### src/common/drv_regs_pkg.sv
// package: control/status and fault register layout for the current driver
package drv_regs_pkg;

    // command codes seen on the command port
    typedef enum logic [1:0] {
        CMD_NONE        = 2'b00,
        CMD_READ_CTRL   = 2'b01,
        CMD_WRITE_CTRL  = 2'b10,
        CMD_READ_FAULT  = 2'b11
    } cmd_type;

    // control register bit positions
    localparam int CTL_OUTPUT_ON      = 0;
    localparam int CTL_EXT_SETPOINT   = 1;
    localparam int CTL_ENABLE_STATE   = 2;
    localparam int CTL_NO_FAULT       = 3;
    localparam int CTL_PRESETS_PWRUP  = 4;
    localparam int CTL_ENABLE_SRC_PIN = 6;
    localparam int CTL_SETPOINT_RANGE = 7;

    // fault register bit positions
    localparam int FLT_OVERTEMP_OFF   = 0;
    localparam int FLT_CONFIG_BAD     = 1;
    localparam int FLT_PRESET_BAD     = 2;
    localparam int FLT_IMAGE_BAD      = 3;
    localparam int FLT_CALIB_BAD      = 5;
    localparam int FLT_PRESET_LOAD    = 7;
    localparam int FLT_TEMP_OVER      = 8;
    localparam int FLT_COOLDOWN       = 9;
    localparam int FLT_HEAT_ALERT     = 10;
    localparam int FLT_STORE_BUS      = 11;
    localparam int FLT_PIN_STARTUP    = 12;
    localparam int FLT_PIN_SWITCH     = 13;
    localparam int FLT_REG_SATURATED  = 15;
    localparam int FLT_CUR_WINDOW     = 16;

    // writable control bits and implemented fault bits
    localparam logic [31:0] CTL_WRITE_MASK = 32'h0000_00d7;
    localparam logic [31:0] FLT_IMPL_MASK  = 32'h0001_bfaf;
    // self-test flags: cleared only by power cycle
    localparam logic [31:0] FLT_STICKY_MASK = 32'h0000_002e;
    // control reset: output on, everything else off
    localparam logic [31:0] CTL_RESET = 32'h0000_0001;

    // command request from the protocol decoder
    typedef struct packed {
        logic        valid;
        cmd_type     cmd;
        logic [31:0] wdata;
    } cmd_req_type;

    // live status inputs from the analog and monitor logic
    typedef struct packed {
        logic overtemp_off;
        logic temp_over;
        logic cooldown;
        logic heat_alert;
        logic store_bus_err;
        logic reg_saturated;
        logic cur_window;
        logic preset_load_fail;
    } monitor_type;

    // power-on self-test outcome
    typedef struct packed {
        logic done;
        logic config_bad;
        logic preset_bad;
        logic image_bad;
        logic calib_bad;
    } selftest_type;

endpackage

### src/rtl/driver_status_control_regs.sv
// control/status and fault registers of the current driver
//
// Notes on behaviour
// - control write replaces whole 32-bit word
// - bit 0 output switch, set at power-on
// - bit 1 external setpoint, writable only when disabled
// - bit 6 picks pin or bit as enable
// - bit 2 mirrors pin, else writable enable
// - bit 3 reads one when no fault
// - bit 4 loads presets at power-up
// - bit 7 selects external setpoint range
// - any fault bit switches output off
// - self-test flags cleared only by power cycle
// - fault bit 0 reports overtemperature shutdown
// - bits 1,2,3,5 report store check failures
// - fault bit 7 reports preset load failure
// - fault bit 8 reports temperature exceeded
// - bit 9 cooldown, blocks setting bit 2 meanwhile
// - fault bit 10 warns of near-shutdown heat
// - fault bit 11 reports storage bus error
// - bit 12 pin high at power-on, external only
// - bit 13 pin high when switching to external
// - fault bit 15 reports regulator saturation
// - fault bit 16 reports current out of window
`timescale 1ns/100ps
module driver_status_control_regs
    import drv_regs_pkg::*;
(
    input  wire logic         clk_sys,          // system clock, 125 MHz
    input  wire logic         nrst,             // synchronous reset, active low
    input  wire cmd_req_type  cmd_req,          // command from protocol decoder
    output logic              rsp_valid,        // one-cycle answer strobe
    output logic [31:0]       rsp_data,         // answered register word
    input  wire logic         fault_clear_cmd,  // one-cycle clear of clearable faults
    input  wire logic         enable_pin,       // external enable pin, asynchronous
    input  wire monitor_type  monitor,          // live monitor flags
    input  wire selftest_type selftest,         // power-on self-test results
    output logic              output_active,    // drive the output stage
    output logic              driver_enabled,   // effective enable
    output logic              load_presets_at_powerup, // preset load request
    output logic              external_setpoint_select, // external setpoint in use
    output logic              setpoint_range_mode      // 1: zero..max, 0: min..max
);

    logic [31:0] ctrl;          // stored control bits
    logic [31:0] fault;         // stored fault flags
    logic        pin_meta;      // synchroniser first stage
    logic        pin_sync;      // synchronised enable pin
    logic        startup_seen;  // pin level checked after reset
    logic        pin_at_startup; // pin seen high right after reset
    logic [31:0] next_ctrl;
    logic [31:0] ctrl_view;
    logic        no_fault_indicator;
    logic        enable_state;
    logic        write_hit;
    logic        src_to_pin;

    // enable pin synchroniser, kept out of reset on purpose:
    // the power-on check needs a settled pin level in the very
    // first cycle after reset, which a cleared stage would hide
    always_ff @(posedge clk_sys)
    begin
        pin_meta <= enable_pin;
        pin_sync <= pin_meta;
    end

    assign no_fault_indicator = ~|fault;
    // pin or register bit as enable source
    assign enable_state = ctrl[CTL_ENABLE_SRC_PIN] ? pin_sync
                                                   : ctrl[CTL_ENABLE_STATE];
    assign write_hit  = cmd_req.valid && (cmd_req.cmd == CMD_WRITE_CTRL);
    assign src_to_pin = write_hit && cmd_req.wdata[CTL_ENABLE_SRC_PIN]
                        && !ctrl[CTL_ENABLE_SRC_PIN];

    // write value for the control register
    always_comb
    begin
        next_ctrl = cmd_req.wdata & CTL_WRITE_MASK;
        if (enable_state)
            next_ctrl[CTL_EXT_SETPOINT] = ctrl[CTL_EXT_SETPOINT];
        // re-enable refused while cooling down
        if (fault[FLT_COOLDOWN] && !ctrl[CTL_ENABLE_STATE])
            next_ctrl[CTL_ENABLE_STATE] = 1'b0;
    end

    // control register
    always_ff @(posedge clk_sys)
    begin
        if (!nrst)
            ctrl <= CTL_RESET;
        else if (write_hit)
            ctrl <= next_ctrl;
    end

    // read view of the control register
    always_comb
    begin
        ctrl_view = ctrl;
        ctrl_view[CTL_ENABLE_STATE] = enable_state;
        ctrl_view[CTL_NO_FAULT]     = no_fault_indicator;
    end

    // power-on pin check, one cycle after reset release
    always_ff @(posedge clk_sys)
    begin
        if (!nrst)
            startup_seen <= 1'b0;
        else
            startup_seen <= 1'b1;
    end

    // pin level seen at power-on, kept until a clear
    always_ff @(posedge clk_sys)
    begin
        if (!nrst)
            pin_at_startup <= 1'b0;
        else if (!startup_seen)
            pin_at_startup <= pin_sync;
        else if (fault_clear_cmd)
            pin_at_startup <= 1'b0;
    end

    // fault register: live flags, latched events, self-test flags
    always_ff @(posedge clk_sys)
    begin
        if (!nrst)
            fault <= 32'h0000_0000;
        else
        begin
            if (fault_clear_cmd)
                fault <= fault & FLT_STICKY_MASK;
            // live thermal and monitor flags follow their sources
            fault[FLT_OVERTEMP_OFF] <= monitor.overtemp_off;
            fault[FLT_COOLDOWN]     <= monitor.cooldown;
            fault[FLT_HEAT_ALERT]   <= monitor.heat_alert;
            // events: set wins over the clear
            if (monitor.temp_over)
                fault[FLT_TEMP_OVER] <= 1'b1;
            if (monitor.store_bus_err)
                fault[FLT_STORE_BUS] <= 1'b1;
            if (monitor.reg_saturated)
                fault[FLT_REG_SATURATED] <= 1'b1;
            if (monitor.cur_window)
                fault[FLT_CUR_WINDOW] <= 1'b1;
            if (monitor.preset_load_fail)
                fault[FLT_PRESET_LOAD] <= 1'b1;
            // only meaningful while the pin is the enable source
            if (pin_at_startup && ctrl[CTL_ENABLE_SRC_PIN] && !fault_clear_cmd)
                fault[FLT_PIN_STARTUP] <= 1'b1;
            if (src_to_pin && pin_sync)
                fault[FLT_PIN_SWITCH] <= 1'b1;
            // self-test flags only while the test reports
            if (selftest.done)
            begin
                if (selftest.config_bad)
                    fault[FLT_CONFIG_BAD] <= 1'b1;
                if (selftest.preset_bad)
                    fault[FLT_PRESET_BAD] <= 1'b1;
                if (selftest.image_bad)
                    fault[FLT_IMAGE_BAD] <= 1'b1;
                if (selftest.calib_bad)
                    fault[FLT_CALIB_BAD] <= 1'b1;
            end
        end
    end

    // answer to read and write commands
    always_ff @(posedge clk_sys)
    begin
        if (!nrst)
        begin
            rsp_valid <= 1'b0;
            rsp_data  <= 32'h0000_0000;
        end
        else
        begin
            rsp_valid <= cmd_req.valid && (cmd_req.cmd != CMD_NONE);
            case (cmd_req.cmd)
                CMD_READ_CTRL:  rsp_data <= ctrl_view;
                CMD_WRITE_CTRL: rsp_data <= next_ctrl;
                CMD_READ_FAULT: rsp_data <= fault & FLT_IMPL_MASK;
                default:        rsp_data <= rsp_data;
            endcase
        end
    end

    // output drive and configuration
    assign driver_enabled           = enable_state;
    assign output_active            = ctrl[CTL_OUTPUT_ON] && enable_state
                                      && no_fault_indicator;
    assign load_presets_at_powerup  = ctrl[CTL_PRESETS_PWRUP];
    assign external_setpoint_select = ctrl[CTL_EXT_SETPOINT];
    assign setpoint_range_mode      = ctrl[CTL_SETPOINT_RANGE];

    // checks
    AST_FAULT_OFF: assert property (@(posedge clk_sys) disable iff (!nrst)
        (|fault) |-> !output_active)
        else $error("output active with fault set");
    AST_STICKY: assert property (@(posedge clk_sys) disable iff (!nrst)
        fault[FLT_CONFIG_BAD] |=> fault[FLT_CONFIG_BAD])
        else $error("self-test flag cleared");
    AST_WRITE_ALL: assert property (@(posedge clk_sys) disable iff (!nrst)
        (write_hit && !enable_state && !fault[FLT_COOLDOWN])
        |=> ctrl == (($past(cmd_req.wdata)) & CTL_WRITE_MASK))
        else $error("control write not whole word");
    AST_SETPT_LOCK: assert property (@(posedge clk_sys) disable iff (!nrst)
        (write_hit && enable_state) |=> $stable(ctrl[CTL_EXT_SETPOINT]))
        else $error("setpoint select changed while enabled");
    AST_NO_FAULT: assert property (@(posedge clk_sys) disable iff (!nrst)
        ctrl_view[CTL_NO_FAULT] == (fault == 32'h0000_0000))
        else $error("no-fault indicator wrong");
    AST_SRC_PIN: assert property (@(posedge clk_sys) disable iff (!nrst)
        ctrl[CTL_ENABLE_SRC_PIN] |-> (driver_enabled == pin_sync))
        else $error("enable does not follow pin");
    AST_SWITCH_FLAG: assert property (@(posedge clk_sys) disable iff (!nrst)
        (src_to_pin && pin_sync) |=> fault[FLT_PIN_SWITCH])
        else $error("switch flag not set");
    AST_RESERVED: assert property (@(posedge clk_sys) disable iff (!nrst)
        rsp_valid |-> (rsp_data & ~(CTL_WRITE_MASK | FLT_IMPL_MASK | 32'h8)) == 32'h0)
        else $error("reserved bits nonzero");
    AST_REENABLE: assert property (@(posedge clk_sys) disable iff (!nrst)
        (fault[FLT_COOLDOWN] && !ctrl[CTL_ENABLE_STATE]) |=> !ctrl[CTL_ENABLE_STATE])
        else $error("re-enabled during cooldown");

    // power-on pin flag once the pin is the enable source
    AST_STARTUP_FLAG: assert property (@(posedge clk_sys) disable iff (!nrst)
        (pin_at_startup && ctrl[CTL_ENABLE_SRC_PIN] && !fault_clear_cmd)
        |=> fault[FLT_PIN_STARTUP])
        else $error("startup pin flag not set");

    // remaining self-test flags survive any clear
    AST_STICKY_PRESET: assert property (@(posedge clk_sys) disable iff (!nrst)
        fault[FLT_PRESET_BAD] |=> fault[FLT_PRESET_BAD])
        else $error("preset store flag cleared");
    AST_STICKY_IMAGE: assert property (@(posedge clk_sys) disable iff (!nrst)
        fault[FLT_IMAGE_BAD] |=> fault[FLT_IMAGE_BAD])
        else $error("image flag cleared");
    AST_STICKY_CALIB: assert property (@(posedge clk_sys) disable iff (!nrst)
        fault[FLT_CALIB_BAD] |=> fault[FLT_CALIB_BAD])
        else $error("calibration flag cleared");

    // self-test outcome lands in the fault word
    AST_SELFTEST: assert property (@(posedge clk_sys) disable iff (!nrst)
        (selftest.done && selftest.config_bad) |=> fault[FLT_CONFIG_BAD])
        else $error("self-test flag not latched");

    // every command gets exactly one answer strobe
    AST_RSP_PULSE: assert property (@(posedge clk_sys) disable iff (!nrst)
        (cmd_req.valid && (cmd_req.cmd != CMD_NONE)) |=> rsp_valid)
        else $error("command not answered");
    AST_RSP_QUIET: assert property (@(posedge clk_sys) disable iff (!nrst)
        !(cmd_req.valid && (cmd_req.cmd != CMD_NONE)) |=> !rsp_valid)
        else $error("answer without command");

    // live thermal flags follow the monitor one cycle later
    AST_OVERTEMP_LIVE: assert property (@(posedge clk_sys) disable iff (!nrst)
        monitor.overtemp_off |=> fault[FLT_OVERTEMP_OFF])
        else $error("overtemperature flag missing");
    AST_COOLDOWN_LIVE: assert property (@(posedge clk_sys) disable iff (!nrst)
        monitor.cooldown |=> fault[FLT_COOLDOWN])
        else $error("cooldown flag missing");
    AST_HEAT_LIVE: assert property (@(posedge clk_sys) disable iff (!nrst)
        monitor.heat_alert |=> fault[FLT_HEAT_ALERT])
        else $error("heat alert flag missing");

    // latched events win over a clear in the same cycle
    AST_TEMP_EVENT: assert property (@(posedge clk_sys) disable iff (!nrst)
        monitor.temp_over |=> fault[FLT_TEMP_OVER])
        else $error("temperature flag missing");
    AST_BUS_EVENT: assert property (@(posedge clk_sys) disable iff (!nrst)
        monitor.store_bus_err |=> fault[FLT_STORE_BUS])
        else $error("storage bus flag missing");
    AST_SAT_EVENT: assert property (@(posedge clk_sys) disable iff (!nrst)
        monitor.reg_saturated |=> fault[FLT_REG_SATURATED])
        else $error("saturation flag missing");
    AST_WINDOW_EVENT: assert property (@(posedge clk_sys) disable iff (!nrst)
        monitor.cur_window |=> fault[FLT_CUR_WINDOW])
        else $error("current window flag missing");
    AST_PRESET_EVENT: assert property (@(posedge clk_sys) disable iff (!nrst)
        monitor.preset_load_fail |=> fault[FLT_PRESET_LOAD])
        else $error("preset load flag missing");

    // register bit is the enable while the pin is not selected
    AST_BIT_SOURCE: assert property (@(posedge clk_sys) disable iff (!nrst)
        !ctrl[CTL_ENABLE_SRC_PIN] |-> (driver_enabled == ctrl[CTL_ENABLE_STATE]))
        else $error("enable does not follow bit");

    // main scenarios
    COV_WRITE: cover property (@(posedge clk_sys) write_hit ##1 rsp_valid);
    COV_CLEAR: cover property (@(posedge clk_sys) fault[FLT_TEMP_OVER] ##1 fault_clear_cmd);
    COV_PIN:   cover property (@(posedge clk_sys) src_to_pin && pin_sync);
    COV_START: cover property (@(posedge clk_sys) pin_at_startup && ctrl[CTL_ENABLE_SRC_PIN]);
    COV_COOL:  cover property (@(posedge clk_sys) fault[FLT_COOLDOWN] && write_hit);

endmodule // driver_status_control_regs

### config.mk
export PLATFORM = sky130hd
export DESIGN_NAME = driver_status_control_regs
export DESIGN_NICKNAME = d
export VERILOG_FILES = /design/src/common/drv_regs_pkg.sv /design/src/rtl/driver_status_control_regs.sv
export SDC_FILE = /design/constraint.sdc
export NUM_CORES = 1
export LEC_CHECK = 0
export BUFFER_PORTS_ARGS = -buffer_cell sky130_fd_sc_hd__buf_2
export CAP_MARGIN = 20
export CORE_AREA = 4 4 64 66
export DETAILED_ROUTE_END_ITERATION = 16
export DIE_AREA = 0 0 68 70
export PLACE_DENSITY = 0.83
export SYNTH_ARGS = -nofsm -noshare
export SYNTH_HDL_FRONTEND = slang
export SYNTH_SLANG_ARGS = --single-unit
### constraint.sdc
create_clock -name clk_sys -period 3.1 [get_ports clk_sys]
set_input_delay 0.62 -clock clk_sys [delete_from_list [all_inputs] [get_ports clk_sys]]
set_output_delay 0.62 -clock clk_sys [all_outputs]
set_load 0.02 [all_outputs]
# Word level (Yosys, flattened, before mapping)
# Cells that the tools add are included.
totals:
  ff_bits: 57
  word_cells: 64
op_classes:
  eq_ne: 4
  n_mux: 21
  reduce_logical: 24
op_table:
  columns: ["op", "n"]
  rows:
  - ["one-hot mux 32 bit (3 select lines)", 1]
  - ["2-to-1 mux 1 bit", 18]
  - ["2-to-1 mux 17 bit", 1]
  - ["nonzero test 2 bit", 8]
  - ["OR reduction 14 bit", 1]
  - ["logical AND 1 bit", 10]
  - ["== test 2 bit (second input constant)", 2]
  - ["logical NOT 1 bit", 4]
  - ["2-to-1 mux 3 bit", 1]
  - ["nonzero test 3 bit", 1]
  - ["== test 2 x 1 -> 1 bit (second input constant)", 1]
  - ["inequality test 2 bit (second input constant)", 1]

# Depth between registers and ports, before layout
# Gate-level depths: netlist of run 1.
depth:
  word_depth: 6
  ltp_mapped: 5
  depth_no_buf: 3

# Worst setup path before layout of run 1
# No wires, ideal clock.
synth_timing:
  path_kind: "register -> output"
  from: "reg fault[8]"
  to: "out output_active"
  t_arrival_ns: 1.531
  t_required_ns: 2.480
  slack_ns: 0.949
  path_stages_with_launch: 4
  path_buffers: 0
  path_cell_list: "dfxtp_1 > nor4_1 > nand4_1 > nor4b_1"
synth_between:
  elab_chain_cells: 3
synth_rtl:
  columns: ["item", "line_no", "rtl"]
  rows:
  - ["from (decl)", "driver_status_control_regs.sv:46", "logic [31:0] fault;"]
  - ["from (signal assigned)", "driver_status_control_regs.sv:131", "fault <= fault & FLT_STICKY_MASK;"]
  - ["from (signal, indexed assignment)", "driver_status_control_regs.sv:133", "fault[FLT_OVERTEMP_OFF] <= monitor.overtemp_off;"]
  - ["from (signal, indexed assignment)", "driver_status_control_regs.sv:134", "fault[FLT_COOLDOWN] <= monitor.cooldown;"]
  - ["OR reduction 14 bit", "driver_status_control_regs.sv:67", "assign no_fault_indicator = ~|fault;"]
  - ["logical NOT 1 bit", "driver_status_control_regs.sv:67", null]
  - ["logical AND 1 bit", "driver_status_control_regs.sv:190", "&& no_fault_indicator;"]
  - ["to (decl)", "driver_status_control_regs.sv:38", "output logic output_active,"]
# No other way between the ends.

# Worst setup path after layout of run 1
# Ends and elaborated chain as after synthesis.

==> results.json, run 1 <==
{
  "crit_required_ps": 2480,
  "drv_slew": 0,
  "clk_path_buf_depth": 2,
  "tightestPinTransition_ps": 872,
  "place_ws_ps": 987,
  "p_int_uw": 703,
  "synth_cell_types": 32,
  "async_flop_share": 0,
  "p_comb_frac": 0.128,
  "cp_cell_sequence": "nor4_1 > nand4_1 > nor4b_1 > buf_2",
  "critical_path_buf_inv_count": 1,
  "cp-end-kind": "output pin",
  "ios": 90,
  "dieWidth_um": 68,
  "grt_setup_unrepaired": "false",
  "layout.cells.non_filler": 261,
  "dr.pass1.iters": 4,
  "cts_buffers": 5,
  "skew_ps": 11.9,
  "whs_path_depth": 0,
  "postRouteAntennaNets": 0,
  "synth_area_um2": 1630,
  "fin_nets": 265,
  "h-tree-depth": 2,
  "start_util": 0.456,
  "start_kind": "flop",
  "dpl.hpwl_um": 2430,
  "cp_slowest_cell": "nor4_1",
  "reg2reg_depth": 3,
  "syn_to_final_growth_pct": 14.7,
  "cts.clk_slew.worst_paths_ps": 110,
  "synth_flop_cell": "dfxtp_1",
  "post_drt_via_cell_ratio": 4.93,
  "clockPowerShare": 0.279,
  "yosys.area.top_type": "dfxtp_1",
  "fp.dieH_um": 70,
  "grt_max_degree": 30,
  "core_um2": 3580,
  "routabilityCongestion": 0.721,
  "numClockSinks": 41,
  "drive_gt1_frac": 0.272,
  "crit_family": "simple AND/OR/NAND/NOR gates",
  "routed_wl_um": 3310,
  "path_max_fanout": 3,
  "ys_ff_latch": 41,
  "relSlewSlack": 0.418,
  "setup.worst_path.class": "flop to output pin",
  "ir_drop_v": 0.000281,
  "layout_min_cycle_time_ps": 2610,
  "worst-endpoint-arrival_ps": 1990,
  "hold_violations": 0,
  "dp_cells": 254,
  "grt_pass1_vias": 1091,
  "antenna_found_initial": 0,
  "drv_cap": 0,
  "synth_warnings": 0,
  "vias": 1287,
  "setup_viol": 0,
  "final_core_util": 0.523,
  "wl_per_cell_um": 12.7,
  "die-area_um2": 4760,
  "synth_enable_flop_cells": 0,
  "yosysTopAreaCellShare": 0.503,
  "grt-ovfl-total": 0,
  "tns_ps": 0,
  "status": "finished clean",
  "yosysMostFrequentCell": "dfxtp_1",
  "synth.area.top_cells": "dfxtp_1, buf_4, nor2_1",
  "grt_pass1_wl_um": 5060,
  "layout_setup_ws_ps": 490,
  "syn_area_per_cell_um2": 9.65,
  "slowest_delay_ps": 510,
  "grtUsageTotal": 0.141,
  "synthTopCellsByCount": "dfxtp_1, nor2_1, buf_4, a21oi_1, a22oi_1",
  "maxClockFrequency_mhz": 383,
  "diodes": 0,
  "p_leak_nw": 0.856,
  "clockRootBuffer": "clkbuf_4",
  "powerDensity_nw_per_um2": 510,
  "insertion_delay_ps": 340,
  "seqPwrFrac": 0.593,
  "hold_path.class": "flop to flop",
  "fin_crit_sh": 0.842,
  "drtIter0Drc": 110,
  "switching_share": 0.263,
  "postCtsSetupRepairBufs": 0,
  "holdBufCountCts": 0,
  "seq_area_frac_synth": 0.503,
  "rows": 22,
  "route.detailed.drc": 0,
  "worst-path-stages": 4,
  "postCtsResizedCells": 0,
  "synth_cells": 169,
  "p_sw_uw": 250,
  "numPortBuffers": 47,
  "cts_tree": "built"
}
==> path summary, 6_finish.rpt <==
check | startpoint | to | slack [ps]
worst min-delay path | pin_meta | pin_sync | 340
worst max-delay path | fault[8] | output_active | 490
worst min register to register | pin_meta | pin_sync | 340
worst max register to register | ctrl[6] | ctrl[1] | 1770
==> flip-flops by register name, indices dropped and copies added, names as in the netlist <==
signal	cells
fault	14
pin_meta	1
startup_seen	1
ctrl	6
pin_sync	1
pin_at_startup	1
rsp_valid	1
rsp_data	16
==> layer usage <==
layer  vias up  track usage  part of all wire
li1        644            -                 -
met2        54        0.196              0.44
met1       584        0.192              0.45
met3         5       0.0563             0.095
met4         0       0.0596             0.014
met5         -            0                 0
==> cells in the final DEF (no fill, tap or decap), types with 2 or more instances in the layout <==
master	instances
a21oi_1	16
mux2i_1	9
nor2_1	26
dfxtp_1	41
a22oi_1	10
nand4_1	2
nand2b_1	2
nand3_1	2
mux4_2	2
and2_1	6
nor4_1	3
nand2_1	4
inv_1	4
nor4b_1	2
a221oi_1	2
conb_1	16
clkbuf_4	5
buf_2	47
==> power groups by stage <==
stage	logic [mW]	clock network, mW	registers [mW]
6_report	0.122	0.266	0.566
3_5_place_dp	0.122	0	0.578
3_3_place_gp	0.121	0	0.578
5_1_grt	0.134	0.299	0.569
4_1_cts	0.122	0.277	0.566
2_1_floorplan	0.0914	0	0.585
==> metrics by stage <==
stage                     total power, mW  cell area, µm²  hold WS (ps)
after floorplan                     0.677            1690           310
after global placement              0.698            1820           314
after detailed placement            0.700            1820           312
after CTS                           0.966            1870           337
after global routing                 1.00            1870           352
final                               0.954            1870           336
==> cell families after synthesis <==
group           Yosys count  share of synthesized area
other cells               1                    0.00230
simple gates             54                      0.166
mux                      12                     0.0920
buf+inv                  29                      0.111
flops                    41                      0.503
compound gates           32                      0.126
==> cell type report <==
cell class | count | area (µm²)
sequential | 41 | 821
timing repair buffer | 47 | 235
fill | 346 | 1710
inverter | 4 | 15.0
tap | 48 | 60.1
multi-input combinational | 114 | 686
clock buffer | 7 | 55.1
Note: power is estimated with default switching activity, not from simulation.
==> inputs of run 2 (changes only) <==
--- a/config.mk
+++ b/config.mk
@@ -7,10 +7,10 @@
 export LEC_CHECK = 0
 export BUFFER_PORTS_ARGS = -buffer_cell sky130_fd_sc_hd__buf_2
 export CAP_MARGIN = 20
-export CORE_AREA = 4 4 64 66
+export CORE_AREA = 4 4 67 69
 export DETAILED_ROUTE_END_ITERATION = 16
-export DIE_AREA = 0 0 68 70
-export PLACE_DENSITY = 0.83
+export DIE_AREA = 0 0 71 73
+export PLACE_DENSITY = 0.76
 export SYNTH_ARGS = -nofsm -noshare
 export SYNTH_HDL_FRONTEND = slang
 export SYNTH_SLANG_ARGS = --single-unit
==> constraint.sdc (replaced) <==
create_clock -name clk_sys -period 2.5 [get_ports clk_sys]
set_input_delay 0.5 -clock clk_sys [delete_from_list [all_inputs] [get_ports clk_sys]]
set_output_delay 0.5 -clock clk_sys [all_outputs]
set_load 0.02 [all_outputs]
==> results.json, run 2 (synthesized netlist as in run 1, its figures left out) <==
{
  "diodes": 0,
  "layout_common_cells": "buf_2, dfxtp_1, nor2_1",
  "grt_pass1_wl_um": 5600,
  "p_leak_nw": 0.888,
  "start_util": 0.417,
  "grt_max_degree": 25,
  "cts_buffers": 5,
  "setup.worst_path.class": "flop to output pin",
  "wl_per_cell_um": 13.1,
  "critical_path_buf_inv_count": 1,
  "powerDensity_nw_per_um2": 700,
  "tns_ps": 0,
  "grt_setup_unrepaired": "false",
  "drv_cap": 0,
  "fp.dieH_um": 73,
  "hold_path.class": "primary input to flop",
  "skew_ps": 6.19,
  "ios": 90,
  "numClockSinks": 41,
  "postCtsResizedCells": 0,
  "dr.pass1.iters": 4,
  "cts.clk_slew.worst_paths_ps": 70,
  "holdBufCountCts": 0,
  "post_drt_via_cell_ratio": 4.84,
  "maxClockFrequency_mhz": 422,
  "largest_register_ffs": 16,
  "ir_drop_v": 0.000324,
  "route.detailed.drc": 0,
  "rows": 23,
  "dieWidth_um": 71,
  "antenna_found_initial": 0,
  "layout_min_cycle_time_ps": 2370,
  "postRouteAntennaNets": 0,
  "clk_path_buf_depth": 2,
  "fin_crit_sh": 0.948,
  "start_kind": "flop",
  "cp_cell_sequence": "nor4_1 > nand4_1 > nor4b_1 > buf_2",
  "drive_gt1_frac": 0.284,
  "crit_required_ps": 2000,
  "layout.cells.non_filler": 265,
  "dpl.hpwl_um": 2610,
  "hold_violations": 0,
  "grt-ovfl-total": 0,
  "setup_viol": 0,
  "slowest_delay_ps": 470,
  "grtUsageTotal": 0.138,
  "dp_cells": 258,
  "drv_slew": 0,
  "regMostFlops": "rsp_data",
  "crit_family": "simple AND/OR/NAND/NOR gates",
  "grt_pass1_vias": 1206,
  "core_um2": 3910,
  "routed_wl_um": 3470,
  "numPortBuffers": 47,
  "layout_commonest_cell": "buf_2",
  "cp_slowest_cell": "nor4_1",
  "routabilityCongestion": 0.727,
  "worst-endpoint-arrival_ps": 1870,
  "cp-end-kind": "output pin",
  "status": "finished clean",
  "insertion_delay_ps": 290,
  "die-area_um2": 5180,
  "path_max_fanout": 3,
  "h-tree-depth": 2,
  "drtIter0Drc": 66,
  "vias": 1282,
  "postCtsSetupRepairBufs": 0,
  "cts_tree": "built",
  "top_regs": "rsp_data (16), fault (14), ctrl (6)",
  "fin_nets": 267,
  "clockRootBuffer": "clkbuf_8",
  "syn_to_final_growth_pct": 18.8
}
==> run 2: cell count changes in the layout (fill, tap and decap cells not counted) <==
cell	previous run	this run
clkbuf_8	1	5
clkbuf_1	1	0
clkinv_2	0	1
buf_4	0	2
clkbuf_4	5	0
bufinv_16	0	1
==> run 2: worst reg2reg max path: stages (launching register included) <==
cell,delay (ps)
dfxtp_1,410
mux2_4,360
or3_1,350
a21oi_1,140
==> run 2: routing by layer <==
| metal | track usage | part of all wire |
|---|---|---|
| met5 | 0 | 0 |
| met4 | 0.0689 | 0.017 |
| met3 | 0.0413 | 0.089 |
| met2 | 0.220 | 0.46 |
| met1 | 0.171 | 0.43 |
==> run 2: layout make-up <==
class	instances	area (µm²)
clock buffers	5	68.8
clock inverters	2	35.0
fillers	388	1980
inverters	4	15.0
multi-input cells	114	686
flip-flops and latches	41	821
well taps	50	62.6
repair buffers	49	250
==> run 2: power by group <==
part | total, mW | switching [mW] | leakage [nW] | internal, mW
registers | 0.703 | 0.0204 | 0.337 | 0.682
clock network | 0.500 | 0.210 | 0.0540 | 0.290
logic | 0.155 | 0.0956 | 0.497 | 0.0589
==> run 2: worst paths after layout <==
check                       end       start  cells past startpoint  slack (ps)
setup / recovery  output_active    fault[8]                      4         130
hold reg to reg        pin_sync    pin_meta                      0         340
setup reg to reg        ctrl[1]     ctrl[6]                      3        1180
hold / removal         pin_meta  enable_pin                      1         310
==> run 2: through the flow <==
| stage | power (mW) | cell area, µm² | util | setup slack [ps] | hold WS [ps] |
|---|---|---|---|---|---|
| global placement | 0.869 | 1830 | 0.469 | 478 | 313 |
| CTS | 1.38 | 1940 | 0.495 | 161 | 296 |
| finish | 1.36 | 1940 | 0.495 | 130 | 309 |
| floorplan | 0.839 | 1690 | - | 469 | 310 |
| global route | 1.42 | 1940 | 0.495 | 12.4 | 295 |
| detailed placement | 0.873 | 1830 | 0.469 | 495 | 325 |
